$ cat config.mk
export PLATFORM = sky130hd
export DESIGN_NAME = phy_mgmt_ext_ctrl_regs
export DESIGN_NICKNAME = d
export VERILOG_FILES = /design/src/design/phy_mgmt_pkg.sv /design/src/design/sync2.sv /design/src/design/phy_mgmt_ext_ctrl_regs.sv
export SDC_FILE = /design/constraint.sdc
export NUM_CORES = 1
export LEC_CHECK = 0
export ABC_CLOCK_PERIOD_IN_PS = 5300
export BUFFER_PORTS_ARGS = -buffer_cell sky130_fd_sc_hd__buf_2
export CAP_MARGIN = 0
export CORE_AREA = 2 2 118 120
export DETAILED_ROUTE_END_ITERATION = 16
export DIE_AREA = 0 0 120 122
export PLACE_DENSITY = 0.79
export SETUP_SLACK_MARGIN = 0.15
export SYNTH_ARGS = -nofsm -noshare
export SYNTH_HDL_FRONTEND = slang
export SYNTH_SLANG_ARGS = --single-unit
$ cat constraint.sdc
create_clock -name i_ref_clk -period 5.3 [get_ports i_ref_clk]
set_input_delay 0 -clock i_ref_clk [delete_from_list [all_inputs] [get_ports i_ref_clk]]
set_output_delay 0 -clock i_ref_clk [all_outputs]
set_load 0.02 [all_outputs]
$ cat src/design/phy_mgmt_pkg.sv
// Constants shared by the management register block and its helpers.
// Assumes a 16-bit register word carried in the low half of a 32-bit AXI4-Lite data bus.
package phy_mgmt_pkg;

    // Register word width and bus answer codes.
    localparam int          REG_W        = 16;
    localparam logic [1:0]  RESP_OKAY    = 2'h0;
    localparam logic [1:0]  RESP_SLVERR  = 2'h2;

    // Register indexes; the byte address is four times the index.
    localparam logic [4:0]  IDX_GP_PIN_LED   = 5'h0E;
    localparam logic [4:0]  IDX_MAC_TX       = 5'h14;
    localparam logic [4:0]  IDX_IRQ_ROUTE    = 5'h1B;
    localparam logic [4:0]  IDX_IRQ_ENABLE   = 5'h1C;
    localparam logic [4:0]  IDX_IRQ_PENDING  = 5'h1D;
    localparam logic [4:0]  IDX_PAGE         = 5'h1F;

    // Page select values.
    localparam logic [15:0] PAGE_MAIN  = 16'h0000;
    localparam logic [15:0] PAGE_EXT2  = 16'h0002;
    localparam logic [15:0] PAGE_GP    = 16'h0010;

    // Transmit control fields.
    localparam int          TX_REV_BIT  = 3;
    localparam int          TX_DLY_LSB  = 0;
    localparam int          TX_DLY_W    = 3;

    // Interrupt routing and interrupt source bit positions.
    localparam int          ROUTE_SPLIT_BIT  = 1;
    localparam int          IRQ_RX_FIFO_BIT  = 13;
    localparam int          IRQ_TX_FIFO_BIT  = 12;
    localparam int          IRQ_EEE_LSB      = 0;
    localparam int          IRQ_EEE_W        = 4;

    // General purpose pin and LED fields.
    localparam int          LP_DIR_BIT   = 13;
    localparam int          LP_OUT_BIT   = 12;
    localparam int          LP_IN_BIT    = 11;
    localparam int          LED_TRI_BIT  = 9;

    // Reset values.
    localparam logic [15:0] GP_PIN_LED_RST  = 16'h2200;
    localparam logic [15:0] MAC_TX_RST      = 16'h0000;
    localparam logic [15:0] IRQ_ROUTE_RST   = 16'h0000;
    localparam logic [15:0] IRQ_ENABLE_RST  = 16'h0000;
    localparam logic [15:0] IRQ_PEND_RST    = 16'h0000;

    // Bits that software may write in each register.
    localparam logic [15:0] GP_PIN_LED_WMASK  = 16'hF200;
    localparam logic [15:0] MAC_TX_WMASK      = 16'h000F;
    localparam logic [15:0] IRQ_ROUTE_WMASK   = 16'h0003;
    localparam logic [15:0] IRQ_ENABLE_WMASK  = 16'h300F;

    // Transmit clock skew per code, in picoseconds.
    localparam logic [11:0] TX_DLY_PS [8] = '{12'd200, 12'd800, 12'd1100, 12'd1700,
                                              12'd2000, 12'd2300, 12'd2600, 12'd3400};

endpackage

$ cat src/design/sync2.sv
// Two flip-flop synchroniser for a bundle of independent levels.
// Assumes each bit is a slow level or is sampled again by later logic.
`timescale 1ns/1ps
`default_nettype none
module sync2 #(
    parameter int W = 1
) (
    input  wire logic         i_clk,
    input  wire logic         i_rst_n,
    input  wire logic [W-1:0] i_d,
    output logic      [W-1:0] o_q
);
    // First stage; only the second stage reads it.
    logic [W-1:0] meta_q;

    // Both stages clear on reset so no unknown level escapes.
    always_ff @(posedge i_clk or negedge i_rst_n) begin
        if (!i_rst_n) begin
            meta_q <= '0;
            o_q    <= '0;
        end else begin
            meta_q <= i_d;
            o_q    <= meta_q;
        end
    end
endmodule
`default_nettype wire

$ cat src/design/phy_mgmt_ext_ctrl_regs.sv
// Management register block: transmit data reversal and clock skew, interrupt
// routing, interrupt enable and pending bits, page select and the general
// purpose pin and LED controls, all reached over AXI4-Lite.
// Assumes the MAC transmit pins and the pin levels arrive from outside the clock domain.
//
// Design decision made here: the AXI4-Lite register port.
`timescale 1ns/1ps
`default_nettype none

// What this block does
// - RGMII mode reverses the four transmit lines.
// - GMII/MII mode reverses all eight transmit lines.
// - Three-bit code selects transmit clock skew.
// - Routing clear merges both ports onto both pins.
// - Routing set keeps each port on own pin.
// - Enable bits 13 and 12 gate FIFO errors.
// - Enable bits 3 to 0 gate EEE events.
// - Pending bits 13 and 12 flag FIFO errors.
// - Pending bits 3 to 0 flag EEE events.
// - Page value 0x0010 selects general purpose space.
// - Page value 0x0000 returns to main page.
// - General purpose bits survive ordinary resets.
// - Reserved general purpose addresses have no effect.
// - Direction bit 13 sets pin input, reset input.
// - Output pin drives data bit 12.
// - Bit 11 reads the sampled pin level.
// - LED tristate bit floats high LED outputs.
module phy_mgmt_ext_ctrl_regs
    import phy_mgmt_pkg::*;
#(
    parameter int ADDR_W = 8,
    parameter int LED_N  = 3
) (
    input  wire logic              i_ref_clk,
    input  wire logic              i_rst_n,
    input  wire logic              i_por_n,
    // AXI4-Lite slave.
    input  wire logic [ADDR_W-1:0] i_awaddr,
    input  wire logic              i_awvalid,
    output logic                   o_awready,
    input  wire logic [31:0]       i_wdata,
    input  wire logic [3:0]        i_wstrb,
    input  wire logic              i_wvalid,
    output logic                   o_wready,
    output logic [1:0]             o_bresp,
    output logic                   o_bvalid,
    input  wire logic              i_bready,
    input  wire logic [ADDR_W-1:0] i_araddr,
    input  wire logic              i_arvalid,
    output logic                   o_arready,
    output logic [31:0]            o_rdata,
    output logic [1:0]             o_rresp,
    output logic                   o_rvalid,
    input  wire logic              i_rready,
    // MAC transmit side and mode strap.
    input  wire logic              i_tx_clk,
    input  wire logic [7:0]        i_txd,
    input  wire logic              i_rgmii_mode,
    output logic [7:0]             o_txd,
    output logic                   o_txd_strobe,
    output logic [11:0]            o_tx_clk_skew_ps,
    // Interrupt sources and pins.
    input  wire logic              i_rx_fifo_err,
    input  wire logic              i_tx_fifo_err,
    input  wire logic [3:0]        i_eee_evt,
    input  wire logic              i_port1_irq,
    output logic                   o_port0_irq_pin,
    output logic                   o_port1_irq_pin,
    output logic                   o_irq,
    // Low power hold pin, used as GPIO.
    input  wire logic              i_low_power_hold_pin,
    output logic                   o_low_power_hold_pin,
    output logic                   o_low_power_hold_pin_oe_n,
    // LEDs.
    input  wire logic [LED_N-1:0]  i_led_on,
    output logic [LED_N-1:0]       o_led,
    output logic [LED_N-1:0]       o_led_oe_n
);

    ////////////////////////////////////////////////////////////////////////////
    // Reset release and pin synchronisers.
    ////////////////////////////////////////////////////////////////////////////

    logic [1:0]  rst_sync_q;    // Ordinary reset release chain.
    logic [1:0]  por_sync_q;    // Power-on reset release chain.
    logic        rst_n;         // Ordinary reset used by the design.
    logic        por_n;         // Power-on reset, clears sticky state.
    logic [10:0] pins_s;        // Synchronised pin levels.
    logic        tx_clk_s;      // Synchronised transmit clock.
    logic [7:0]  txd_s;         // Synchronised transmit data.
    logic        rgmii_s;       // Synchronised mode strap.
    logic        lp_pin_s;      // Synchronised low power pin level.
    logic        tx_clk_d1_q;   // Previous transmit clock sample.

    // Reset is asserted at once and released two clock edges later.
    always_ff @(posedge i_ref_clk or negedge i_rst_n) begin
        if (!i_rst_n) begin
            rst_sync_q <= 2'h0;
        end else begin
            rst_sync_q <= {rst_sync_q[0], 1'b1};
        end
    end

    // Power-on release chain, kept apart from the ordinary reset.
    always_ff @(posedge i_ref_clk or negedge i_por_n) begin
        if (!i_por_n) begin
            por_sync_q <= 2'h0;
        end else begin
            por_sync_q <= {por_sync_q[0], 1'b1};
        end
    end

    assign rst_n = rst_sync_q[1] & por_sync_q[1];
    assign por_n = por_sync_q[1];

    // Transmit clock, data, mode strap and low power pin levels pass two flip-flops before use.
    sync2 #(.W(11)) u_pin_sync (
        .i_clk   (i_ref_clk),
        .i_rst_n (rst_n),
        .i_d     ({i_low_power_hold_pin, i_rgmii_mode, i_txd, i_tx_clk}),
        .o_q     (pins_s)
    );

    assign tx_clk_s = pins_s[0];
    assign txd_s    = pins_s[8:1];
    assign rgmii_s  = pins_s[9];
    assign lp_pin_s = pins_s[10];

    ////////////////////////////////////////////////////////////////////////////
    // Register state.
    ////////////////////////////////////////////////////////////////////////////

    logic [15:0] gp_pin_led_q;          // General purpose pin and LED control.
    logic [15:0] mac_tx_q;              // Transmit reversal and skew.
    logic [15:0] irq_route_q;           // Interrupt pin routing.
    logic [15:0] irq_enable_q;          // Interrupt enables.
    logic [15:0] irq_pending_q;         // Sticky pending events.
    logic [15:0] page_q;                // Current page.
    logic [15:0] irq_events;            // Events of this cycle.
    logic        wr_fire;               // Register write happens now.
    logic [4:0]  wr_idx;                // Index of that write.
    logic [15:0] wr_data;               // Data of that write, low half of the held data.
    logic        rd_fire;               // Read address taken now.
    logic [4:0]  rd_idx;                // Index of that read.
    logic [15:0] rd_value;              // Read data for that index.
    logic [3:0]  wstrb_q;               // Held write strobes.

    // Combine byte strobes with the old value so untouched lanes keep their bits.
    function automatic logic [15:0] merge(input logic [15:0] old_v,
                                          input logic [15:0] new_v,
                                          input logic [1:0]  strb,
                                          input logic [15:0] wmask);
        logic [15:0] lane;
        lane = {{8{strb[1]}}, {8{strb[0]}}} & wmask;
        return (old_v & ~lane) | (new_v & lane);
    endfunction

    // Byte addresses below 32 words and word aligned are mapped.
    function automatic logic mapped(input logic [ADDR_W-1:0] addr);
        return (addr >> 7) == '0 && addr[1:0] == 2'h0;
    endfunction

    // Page register lives at the same index on every page.
    always_ff @(posedge i_ref_clk or negedge rst_n) begin
        if (!rst_n) begin
            page_q <= PAGE_MAIN;
        end else if (wr_fire && wr_idx == IDX_PAGE) begin
            page_q <= merge(page_q, wr_data, wstrb_q[1:0], 16'hFFFF);
        end
    end

    // General purpose space is cleared only by power-on, never by ordinary reset.
    always_ff @(posedge i_ref_clk or negedge por_n) begin
        if (!por_n) begin
            gp_pin_led_q <= GP_PIN_LED_RST;
        end else if (wr_fire && page_q == PAGE_GP && wr_idx == IDX_GP_PIN_LED) begin
            gp_pin_led_q <= merge(gp_pin_led_q, wr_data, wstrb_q[1:0],
                                  GP_PIN_LED_WMASK);
        end
    end

    // Sticky extended controls also survive ordinary reset.
    always_ff @(posedge i_ref_clk or negedge por_n) begin
        if (!por_n) begin
            mac_tx_q     <= MAC_TX_RST;
            irq_route_q  <= IRQ_ROUTE_RST;
            irq_enable_q <= IRQ_ENABLE_RST;
        end else if (wr_fire && page_q == PAGE_EXT2) begin
            if (wr_idx == IDX_MAC_TX) begin
                mac_tx_q <= merge(mac_tx_q, wr_data, wstrb_q[1:0], MAC_TX_WMASK);
            end else if (wr_idx == IDX_IRQ_ROUTE) begin
                irq_route_q <= merge(irq_route_q, wr_data, wstrb_q[1:0], IRQ_ROUTE_WMASK);
            end else if (wr_idx == IDX_IRQ_ENABLE) begin
                irq_enable_q <= merge(irq_enable_q, wr_data, wstrb_q[1:0],
                                      IRQ_ENABLE_WMASK);
            end
        end
    end

    // Events are placed at their pending bit positions.
    always_comb begin
        irq_events = 16'h0000;
        irq_events[IRQ_RX_FIFO_BIT] = i_rx_fifo_err;
        irq_events[IRQ_TX_FIFO_BIT] = i_tx_fifo_err;
        irq_events[IRQ_EEE_LSB +: IRQ_EEE_W] = i_eee_evt;
    end

    // Pending bits clear on a status read; an event in that cycle still lands.
    always_ff @(posedge i_ref_clk or negedge rst_n) begin
        if (!rst_n) begin
            irq_pending_q <= IRQ_PEND_RST;
        end else if (rd_fire && page_q == PAGE_EXT2 && rd_idx == IDX_IRQ_PENDING) begin
            irq_pending_q <= irq_events;
        end else begin
            irq_pending_q <= irq_pending_q | irq_events;
        end
    end

    // Read data for the decoded index; reserved and unknown places read zero.
    always_comb begin
        rd_value = 16'h0000;
        if (rd_idx == IDX_PAGE) begin
            rd_value = page_q;
        end else if (page_q == PAGE_GP && rd_idx == IDX_GP_PIN_LED) begin
            rd_value = gp_pin_led_q;
            rd_value[LP_IN_BIT] = lp_pin_s;
        end else if (page_q == PAGE_EXT2 && rd_idx == IDX_MAC_TX) begin
            rd_value = mac_tx_q;
        end else if (page_q == PAGE_EXT2 && rd_idx == IDX_IRQ_ROUTE) begin
            rd_value = irq_route_q;
        end else if (page_q == PAGE_EXT2 && rd_idx == IDX_IRQ_ENABLE) begin
            rd_value = irq_enable_q;
        end else if (page_q == PAGE_EXT2 && rd_idx == IDX_IRQ_PENDING) begin
            rd_value = irq_pending_q;
        end
        // Every other general purpose index is reserved and reads zero.
    end

    ////////////////////////////////////////////////////////////////////////////
    // AXI4-Lite slave.
    ////////////////////////////////////////////////////////////////////////////

    logic [ADDR_W-1:0] awaddr_q;   // Held write address.
    logic [31:0]       wdata_q;    // Held write data.
    logic              aw_full_q;  // Write address held.
    logic              w_full_q;   // Write data held.

    assign wr_fire = aw_full_q && w_full_q && !o_bvalid && mapped(awaddr_q);
    assign wr_idx  = awaddr_q[6:2];
    assign wr_data = wdata_q[15:0];
    assign rd_fire = i_arvalid && o_arready;
    assign rd_idx  = i_araddr[6:2];

    // Address and data are taken in either order and held until the answer.
    always_ff @(posedge i_ref_clk or negedge rst_n) begin
        if (!rst_n) begin
            awaddr_q  <= '0;
            wdata_q   <= 32'h0000_0000;
            wstrb_q   <= 4'h0;
            aw_full_q <= 1'b0;
            w_full_q  <= 1'b0;
            o_awready <= 1'b1;
            o_wready  <= 1'b1;
        end else begin
            if (i_awvalid && o_awready) begin
                awaddr_q  <= i_awaddr;
                aw_full_q <= 1'b1;
                o_awready <= 1'b0;
            end
            if (i_wvalid && o_wready) begin
                wdata_q  <= i_wdata;
                wstrb_q  <= i_wstrb;
                w_full_q <= 1'b1;
                o_wready <= 1'b0;
            end
            if (o_bvalid && i_bready) begin
                aw_full_q <= 1'b0;
                w_full_q  <= 1'b0;
                o_awready <= 1'b1;
                o_wready  <= 1'b1;
            end
        end
    end

    // One write answer per pair; unmapped addresses get an error.
    always_ff @(posedge i_ref_clk or negedge rst_n) begin
        if (!rst_n) begin
            o_bvalid <= 1'b0;
            o_bresp  <= RESP_OKAY;
        end else if (aw_full_q && w_full_q && !o_bvalid) begin
            o_bvalid <= 1'b1;
            o_bresp  <= mapped(awaddr_q) ? RESP_OKAY : RESP_SLVERR;
        end else if (o_bvalid && i_bready) begin
            o_bvalid <= 1'b0;
        end
    end

    // Read answer one cycle after the address; a new address waits for it to drain.
    always_ff @(posedge i_ref_clk or negedge rst_n) begin
        if (!rst_n) begin
            o_arready <= 1'b1;
            o_rvalid  <= 1'b0;
            o_rdata   <= 32'h0000_0000;
            o_rresp   <= RESP_OKAY;
        end else if (rd_fire) begin
            o_arready <= 1'b0;
            o_rvalid  <= 1'b1;
            o_rdata   <= mapped(i_araddr) ? {16'h0000, rd_value} : 32'h0000_0000;
            o_rresp   <= mapped(i_araddr) ? RESP_OKAY : RESP_SLVERR;
        end else if (o_rvalid && i_rready) begin
            o_rvalid  <= 1'b0;
            o_arready <= 1'b1;
        end
    end

    ////////////////////////////////////////////////////////////////////////////
    // Transmit data path.
    ////////////////////////////////////////////////////////////////////////////

    // Mirror a byte end to end, or only its low nibble when nibble is set.
    function automatic logic [7:0] mirror(input logic [7:0] v, input logic nibble);
        logic [7:0] r;
        r = v;
        if (nibble) begin
            r[3:0] = {v[0], v[1], v[2], v[3]};
        end else begin
            r = {v[0], v[1], v[2], v[3], v[4], v[5], v[6], v[7]};
        end
        return r;
    endfunction

    // Keep the last clock sample to find edges; the sample rate limits link speed.
    always_ff @(posedge i_ref_clk or negedge rst_n) begin
        if (!rst_n) begin
            tx_clk_d1_q <= 1'b0;
        end else begin
            tx_clk_d1_q <= tx_clk_s;
        end
    end

    // RGMII moves a nibble on both edges, GMII/MII a byte on the rising edge.
    always_ff @(posedge i_ref_clk or negedge rst_n) begin
        if (!rst_n) begin
            o_txd        <= 8'h00;
            o_txd_strobe <= 1'b0;
        end else if ((tx_clk_s ^ tx_clk_d1_q) && (rgmii_s || tx_clk_s)) begin
            o_txd_strobe <= 1'b1;
            if (!mac_tx_q[TX_REV_BIT]) begin
                o_txd <= rgmii_s ? {4'h0, txd_s[3:0]} : txd_s;
            end else if (rgmii_s) begin
                o_txd <= mirror({4'h0, txd_s[3:0]}, 1'b1);
            end else begin
                o_txd <= mirror(txd_s, 1'b0);
            end
        end else begin
            o_txd_strobe <= 1'b0;
        end
    end

    // Skew request for the clock delay line.
    always_ff @(posedge i_ref_clk or negedge rst_n) begin
        if (!rst_n) begin
            o_tx_clk_skew_ps <= TX_DLY_PS[0];
        end else begin
            o_tx_clk_skew_ps <= TX_DLY_PS[mac_tx_q[TX_DLY_LSB +: TX_DLY_W]];
        end
    end

    ////////////////////////////////////////////////////////////////////////////
    // Interrupt pins.
    ////////////////////////////////////////////////////////////////////////////

    logic port0_req;  // This port's enabled pending events.

    assign port0_req = |(irq_pending_q & irq_enable_q);

    // Routing picks merged or separate requests per pin.
    always_ff @(posedge i_ref_clk or negedge rst_n) begin
        if (!rst_n) begin
            o_port0_irq_pin <= 1'b0;
            o_port1_irq_pin <= 1'b0;
            o_irq           <= 1'b0;
        end else begin
            o_irq <= port0_req;
            if (irq_route_q[ROUTE_SPLIT_BIT]) begin
                o_port0_irq_pin <= port0_req;
                o_port1_irq_pin <= i_port1_irq;
            end else begin
                o_port0_irq_pin <= port0_req | i_port1_irq;
                o_port1_irq_pin <= port0_req | i_port1_irq;
            end
        end
    end

    ////////////////////////////////////////////////////////////////////////////
    // Low power pin and LEDs.
    ////////////////////////////////////////////////////////////////////////////

    // The pin floats until software turns it to an output.
    always_ff @(posedge i_ref_clk or negedge rst_n) begin
        if (!rst_n) begin
            o_low_power_hold_pin      <= 1'b0;
            o_low_power_hold_pin_oe_n <= 1'b1;
            o_led                     <= '0;
            o_led_oe_n                <= '1;
        end else begin
            o_low_power_hold_pin_oe_n <= gp_pin_led_q[LP_DIR_BIT];
            o_low_power_hold_pin      <= gp_pin_led_q[LP_OUT_BIT];
            o_led <= i_led_on;
            // A high LED floats so an external pull-up can take it above the supply.
            o_led_oe_n <= gp_pin_led_q[LED_TRI_BIT] ? i_led_on : '0;
        end
    end

endmodule
`default_nettype wire

==> results of run 1 <==
[layout make-up]
class / count / area (µm²) / area share [%]
timing repair buffer: 176 / 1180 / 15.1
multi-input combinational: 266 / 2060 / 26.4
sequential: 147 / 3690 / 47.3
clock inverter: 15 / 173 / 2.21
tap: 180 / 225 / 2.88
clock buffer: 17 / 425 / 5.45
inverter: 13 / 48.8 / 0.625
[sequential cells by signal, summed over array words and instances (netlist names), 5 cells and up]
name	count
gp_pin_led_q	5
u_pin_sync.o_q	11
irq_enable_q	6
u_pin_sync.meta_q	11
o_rdata	16
wdata_q	16
o_txd	8
page_q	16
awaddr_q	8
o_tx_clk_skew_ps	10
irq_pending_q	6
[synth_stat cells (2+ instances only)]
library cell  count  area [µm²]
dfrtp_1         135        3380
nor3_2            2        20.0
or3b_2            2        17.5
or3_4             2        22.5
a22oi_1          14         105
a221oi_1          3        26.3
nor3_1            6        30.0
mux2i_1          12         120
or2_2             2        12.5
and2_1            5        31.3
nand2_1          20        75.1
o21ai_0          18        90.1
mux2_2           65         732
nor4_4            3        63.8
buf_4            20         150
clkbuf_1         10        37.5
nand3_1           5        25.0
nand4b_1          2        17.5
nor2_1           21        78.8
nor2b_1           5        31.3
a21o_1            7        52.6
dfstp_2          12         315
mux2_4            6        90.1
nand4_1           3        18.8
ha_1              4        50.1
a22o_1            6        52.6
conb_1            2        7.51
inv_1            13        48.8
a32oi_1           2        17.5
or4_1             3        22.5
a21oi_1          14        70.1
[metal layers]
| layer | up-vias | routed length [µm] | track usage, % |
|---|---|---|---|
| met2 | 134 | 6780 | 31.8 |
| met1 | 2077 | 5370 | 23.1 |
| li1 | 1874 | - | - |
| met5 | - | 0 | 0 |
| met4 | 0 | 202 | 7.72 |
| met3 | 18 | 741 | 4.87 |
[repair_timing]
item	in CTS	in global routing
endpoints found under the hold margin	62	0
hold buffers	59	0
setup buffers	0	0
[through the flow]
stage | utilization [%] | instance area [µm²]
finish | 57.8 | 7810
global route | 57.8 | 7810
CTS | 57.8 | 7810
detailed placement | 49.0 | 6620
global placement | 49.0 | 6620
floorplan | - | 5990
[worst reg2reg max path: stages (launching register included)]
cell	delay [ps]
dfstp_2	560
nand2_1	460
or4_1	810
nor3_2	690
a22oi_1	160
o21ai_0	130
[where the power goes]
group | internal (mW) | switching, mW
Clock | 0.707 | 0.487
Sequential | 1.28 | 0.128
Combinational | 0.214 | 0.190
[how the worst min path moves through the flow]
stage | to | cells after the start | start | slack, ps
3_5_place_dp | por_sync_q[1]$_DFF_PN0_ | 1 | i_por_n | -210
6_report | o_rdata[1]$_DFFE_PN0P_ | 4 | i_araddr[2] | 130
5_1_grt | o_rdata[13]$_DFFE_PN0P_ | 5 | i_araddr[4] | 170
3_3_place_gp | por_sync_q[0]$_DFF_PN0_ | 1 | i_por_n | -210
2_1_floorplan | por_sync_q[0]$_DFF_PN0_ | 0 | i_por_n | -300
4_1_cts | o_rdata[13]$_DFFE_PN0P_ | 5 | i_araddr[4] | 100
[cells by family after synthesis]
family	share of synthesized area (%)
AOI/OAI and AO/OA	7.25
and+or+nand+nor	9.39
DFF	62.4
muxes	15.9
other	0.127
buffers and inverters	4.08
adders and majority gates	0.846
==> impl_metrics.csv, run 1 <==
group,metric,value,unit
outcome,status,"finished clean",
worst_setup_path,cp.arrival,3230,ps
routing,post-route-drc-count,0,
cts,root_buffer,"clkbuf_16",
sta,fin_skew,7.52,ps
layout,diodes,0,
global_routing,antenna_found_initial,0,
layout,stdcell_count,814,
synth,synthCells,437,
pwr,p_leak,3.76,nW
global_routing,grt_max_degree,62,
worst_setup_path,r2r_slack,2400,ps
sta,fmax,0.344,GHz
placement,gp_congestion,0.846,
worst_setup_path,path_cells,"nand2_1 > or4_1 > nor3_2 > a22oi_1 > o21ai_0",
sta,slew_headroom,33.2,%
worst_setup_path,endpoint,"o_rdata[0]$_DFFE_PN0P_",
cts,cts_resized,0,
synth,synth_edf_count,0,
layout,syn_to_final_growth,31.9,%
cts,clockBufferDepth,2,
sta,hold_violations,0,
worst_setup_path,crit_start,"o_arready$_DFFE_PN1P_",
worst_setup_path,cp_slowest_cell,"or4_1",
synth,ys.warnings.count,0,
global_routing,grt_overflow,0,
worst_setup_path,end_kind,"register",
routing,via_per_inst,5.04,
sta,fin_crit_sh,54.8,%
routing,vias,4103,
sta,grt_setup_unrepaired,"false",
synth,ys_seq_elements,147,
placement,dp.cells,723,
synth,synthesis.area,5920,µm²
cts,cts_tree,"done",
synth,synth_cell_type_count,44,
worst_setup_path,required,5630,ps
sta,worstMarginPinSlew,995,ps
routing,routed_wl,13.1,mm
global_routing,track_usage,18.8,%
worst_setup_path,critPathTopFamily,"simple AND/OR/NAND/NOR gates",
floorplan,die_h,122,µm
worst_setup_path,crit_fanout,22,
worst_setup_path,worstSetupPathDepth,5,
placement,dp.final_hpwl,8.97,mm
global_routing,grt_pass1_wl,21.4,mm
synth,synth_top_flop_cell,"dfrtp_1",
cts,cts.sinks,147,
cts,cts_inserted_buffers,17,
floorplan,initial_core_util,43.8,%
worst_setup_path,cp-start-kind,"register",
layout,mostFrequentLayoutCell,"dfrtp_1",
floorplan,dieArea,14600,µm²
layout,most-common-layout-cells,"dfrtp_1 (135), buf_2 (115), mux2_2 (65)",
sta,min_period,2900,ps
floorplan,core,13500,µm²
worst_setup_path,critPathMaxStageDelay,810,ps
cts,clk_latency,420,ps
worst_setup_path,critPathBufInv,0,
placement,pre_cts_ws,2470,ps
worst_setup_path,rr_worst_depth,5,
cts,clkTransAtPathRegs,70,ps
layout,nFillCells,1054,
floorplan,num_rows,43,
pwr,p_per_area,385,nW/µm²
synth,synth_area_per_cell,13.5,µm²
global_routing,first_global_vias,4329,
routing,drtAntennaViolNets,0,
worst_setup_path,reg2reg_to,"o_rdata[0]$_DFFE_PN0P_",
synth,ys_seq_area_share,62.4,%
cts,h-tree-depth,4,
sta,timing.hold.ws,128,ps
worst_setup_path,timing.setup.critical_path_class,"register to register",
layout,drive_gt1_share,39.1,%
floorplan,die_x,120,µm
sta,tns,0,ps
sta,slew_violations,0,
flow_run,maxCapViolCount,0,
pwr,ir_worst_vdd,0.222,mV
placement,io_buffers,115,
synth,synthArstFlopShare,100,%
worst_setup_path,rr_startpoint,"o_arready$_DFFE_PN1P_",
sta,setup_viol,0,
layout,nNetsFinal,706,
routing,wire_per_inst,16.1,µm
sta,setup_ws,2400,ps
hold_path,hold_class,"primary input to register",
floorplan,ios,154,
routing,drt_first_iter_violations,239,
pwr,p_total,3.01,mW
routing,dr.pass1.iters,4,
Power figures use the tool's default switching activity.
==> run 2, diff against run 1 <==
Settings changed: ABC_CLOCK_PERIOD_IN_PS 5300 to 2700.
Clock period 5.3 ns to 2.7 ns, I/O delays scaled along.
==> run 2 against run 1 <==
  * Sequential share of layout area decreased by 0.14 points
  * Utilization up 0.18 points
  * Hold slack improved by 16 ps
  * Wire length grew 1.2%
  * Clock skew increased by 0.73 ps
  * Fmax up 28%
  * Cell count increased by 0.74%
  * Clock-buffer cell count rose by 2
  * Total power increased by 92%
  * Combinational power grew 100%
  * Critical endpoint is now mac_tx_q[1]$_DFFE_PN0P_
  * Largest cell class unchanged
==> impl_metrics.csv, run 2 (synthesized netlist as in run 1, its figures left out) <==
group,metric,value,unit
placement,dp.cells,729,
layout,reg_top3,"o_rdata x16, page_q x16, wdata_q x16",
cts,clk_latency,420,ps
hold_path,min_path_cells,5,
cts,root_buffer,"clkbuf_16",
placement,io_buffers,115,
placement,gp_congestion,0.835,
outcome,status,"finished clean",
pwr,ir_worst_vdd,0.466,mV
worst_setup_path,rr_worst_depth,5,
floorplan,initial_core_util,43.8,%
worst_setup_path,r2r_slack,430,ps
routing,dr.pass1.iters,4,
cts,cts_inserted_buffers,17,
sta,slew_headroom,40.6,%
global_routing,grt_pass1_wl,21.2,mm
routing,wire_per_inst,16.2,µm
pwr,p_per_area,737,nW/µm²
global_routing,first_global_vias,4240,
worst_setup_path,cp-start-kind,"register",
hold_path,min-delay-start,"i_araddr[4]",
worst_setup_path,cp.arrival,2570,ps
pwr,p_leak,3.77,nW
layout,drive_gt1_share,39.7,%
floorplan,dieArea,14600,µm²
floorplan,die_x,120,µm
global_routing,grt_overflow,0,
sta,fmax,0.441,GHz
cts,cts.sinks,147,
worst_setup_path,cp_slowest_cell,"nor4b_2",
worst_setup_path,reg2reg_to,"mac_tx_q[1]$_DFFE_PN0P_",
sta,setup_viol,0,
sta,min_period,2270,ps
cts,cts_resized,0,
worst_setup_path,end_kind,"register",
routing,post-route-drc-count,0,
hold_path,hold_end,"o_rdata[13]$_DFFE_PN0P_",
floorplan,num_rows,43,
global_routing,grt_max_degree,53,
routing,drt_first_iter_violations,188,
cts,clockBufferDepth,2,
worst_setup_path,critPathMaxStageDelay,450,ps
layout,most-common-layout-cells,"dfrtp_1 (135), buf_2 (115), mux2_2 (65)",
sta,hold_violations,0,
layout,nNetsFinal,712,
sta,worstMarginPinSlew,889,ps
flow_run,maxCapViolCount,0,
cts,cts_tree,"done",
cts,h-tree-depth,4,
floorplan,die_h,122,µm
routing,vias,4055,
routing,routed_wl,13.3,mm
layout,mostFrequentLayoutCell,"dfrtp_1",
sta,tns,0,ps
floorplan,core,13500,µm²
global_routing,track_usage,19.0,%
worst_setup_path,required,3000,ps
sta,fin_crit_sh,84.0,%
routing,via_per_inst,4.95,
placement,dp.final_hpwl,9.07,mm
hold_path,hold_class,"primary input to register",
worst_setup_path,timing.setup.critical_path_class,"register to register",
layout,syn_to_final_growth,32.3,%
worst_setup_path,path_cells,"nor4b_2 > nand4_2 > or2_1 > or3_4 > mux2_4",
sta,fin_skew,8.25,ps
floorplan,ios,154,
routing,drtAntennaViolNets,0,
layout,diodes,0,
global_routing,antenna_found_initial,0,
cts,clkTransAtPathRegs,60,ps
worst_setup_path,crit_fanout,5,
sta,grt_setup_unrepaired,"false",
layout,stdcell_count,820,
sta,slew_violations,0,
worst_setup_path,rr_startpoint,"page_q[4]$_DFFE_PN0P_",
==> run 2: changes by cell type in the layout (fill, tap and decap cells not counted), sizes merged <==
cell and change:
buf +6, inv -6, clkinvlp +4, clkbuf +2
bufinv -1, clkinv +1
==> run 2: worst max-delay path by stage <==
| stage | slack [ps] | start | cells past startpoint | endpoint |
|---|---|---|---|---|
| floorplan | 650 | o_arready$_DFFE_PN1P_ | 6 | o_rdata[0]$_DFFE_PN0P_ |
| CTS | 480 | page_q[0]$_DFFE_PN0P_ | 5 | mac_tx_q[1]$_DFFE_PN0P_ |
| finish | 430 | page_q[4]$_DFFE_PN0P_ | 5 | mac_tx_q[1]$_DFFE_PN0P_ |
| global placement | 550 | o_arready$_DFFE_PN1P_ | 5 | o_rdata[0]$_DFFE_PN0P_ |
| detailed placement | 480 | page_q[0]$_DFFE_PN0P_ | 5 | mac_tx_q[1]$_DFFE_PN0P_ |
| global route | 340 | page_q[4]$_DFFE_PN0P_ | 5 | mac_tx_q[1]$_DFFE_PN0P_ |
==> run 2: area by class of cell <==
cell class	count	area, µm²
fill	1067	5670
sequential	147	3690
multi-input combinational	266	2060
timing repair buffer	182	1240
clock buffer	19	453
tap	180	225
clock inverter	13	111
inverter	13	48.8
==> run 2: metal layers <==
metal | share of wire, % | wire (µm) | track usage, %
met1 | 41 | 5410 | 22.7
met2 | 51 | 6800 | 32.6
met3 | 6.2 | 820 | 4.96
met4 | 1.7 | 226 | 8.16
met5 | 0 | 0 | 0
==> run 2: what timing repair did <==
item,in CTS,in global routing
setup buffers,0,0
hold endpoints to repair,62,0
hold buffers,59,0
==> run 2: stage by stage <==
stage	cell area, µm²	setup slack [ps]	total power [mW]	hold slack, ps	util [%]
final	7830	432	5.77	144	58.0
after global placement	6680	552	3.45	-214	49.4
after global routing	7830	343	6.02	145	58.0
after floorplan	6000	650	3.25	-296	-
after CTS	7830	478	5.81	108	58.0
after detailed placement	6680	485	3.52	-212	49.4
==> run 2: power breakdown <==
part / switching (mW) / total, mW / internal, mW
combinational: 0.384 / 0.809 / 0.425
sequential: 0.254 / 2.77 / 2.52
clock: 0.886 / 2.19 / 1.31
==> run 2: critical path, delay by kind of cell (launching register included) <==
kind | cells | cell delay [ps]
AND/OR/NAND/NOR | 4 | 1380
flip-flops | 1 | 440
multiplexers | 1 | 320
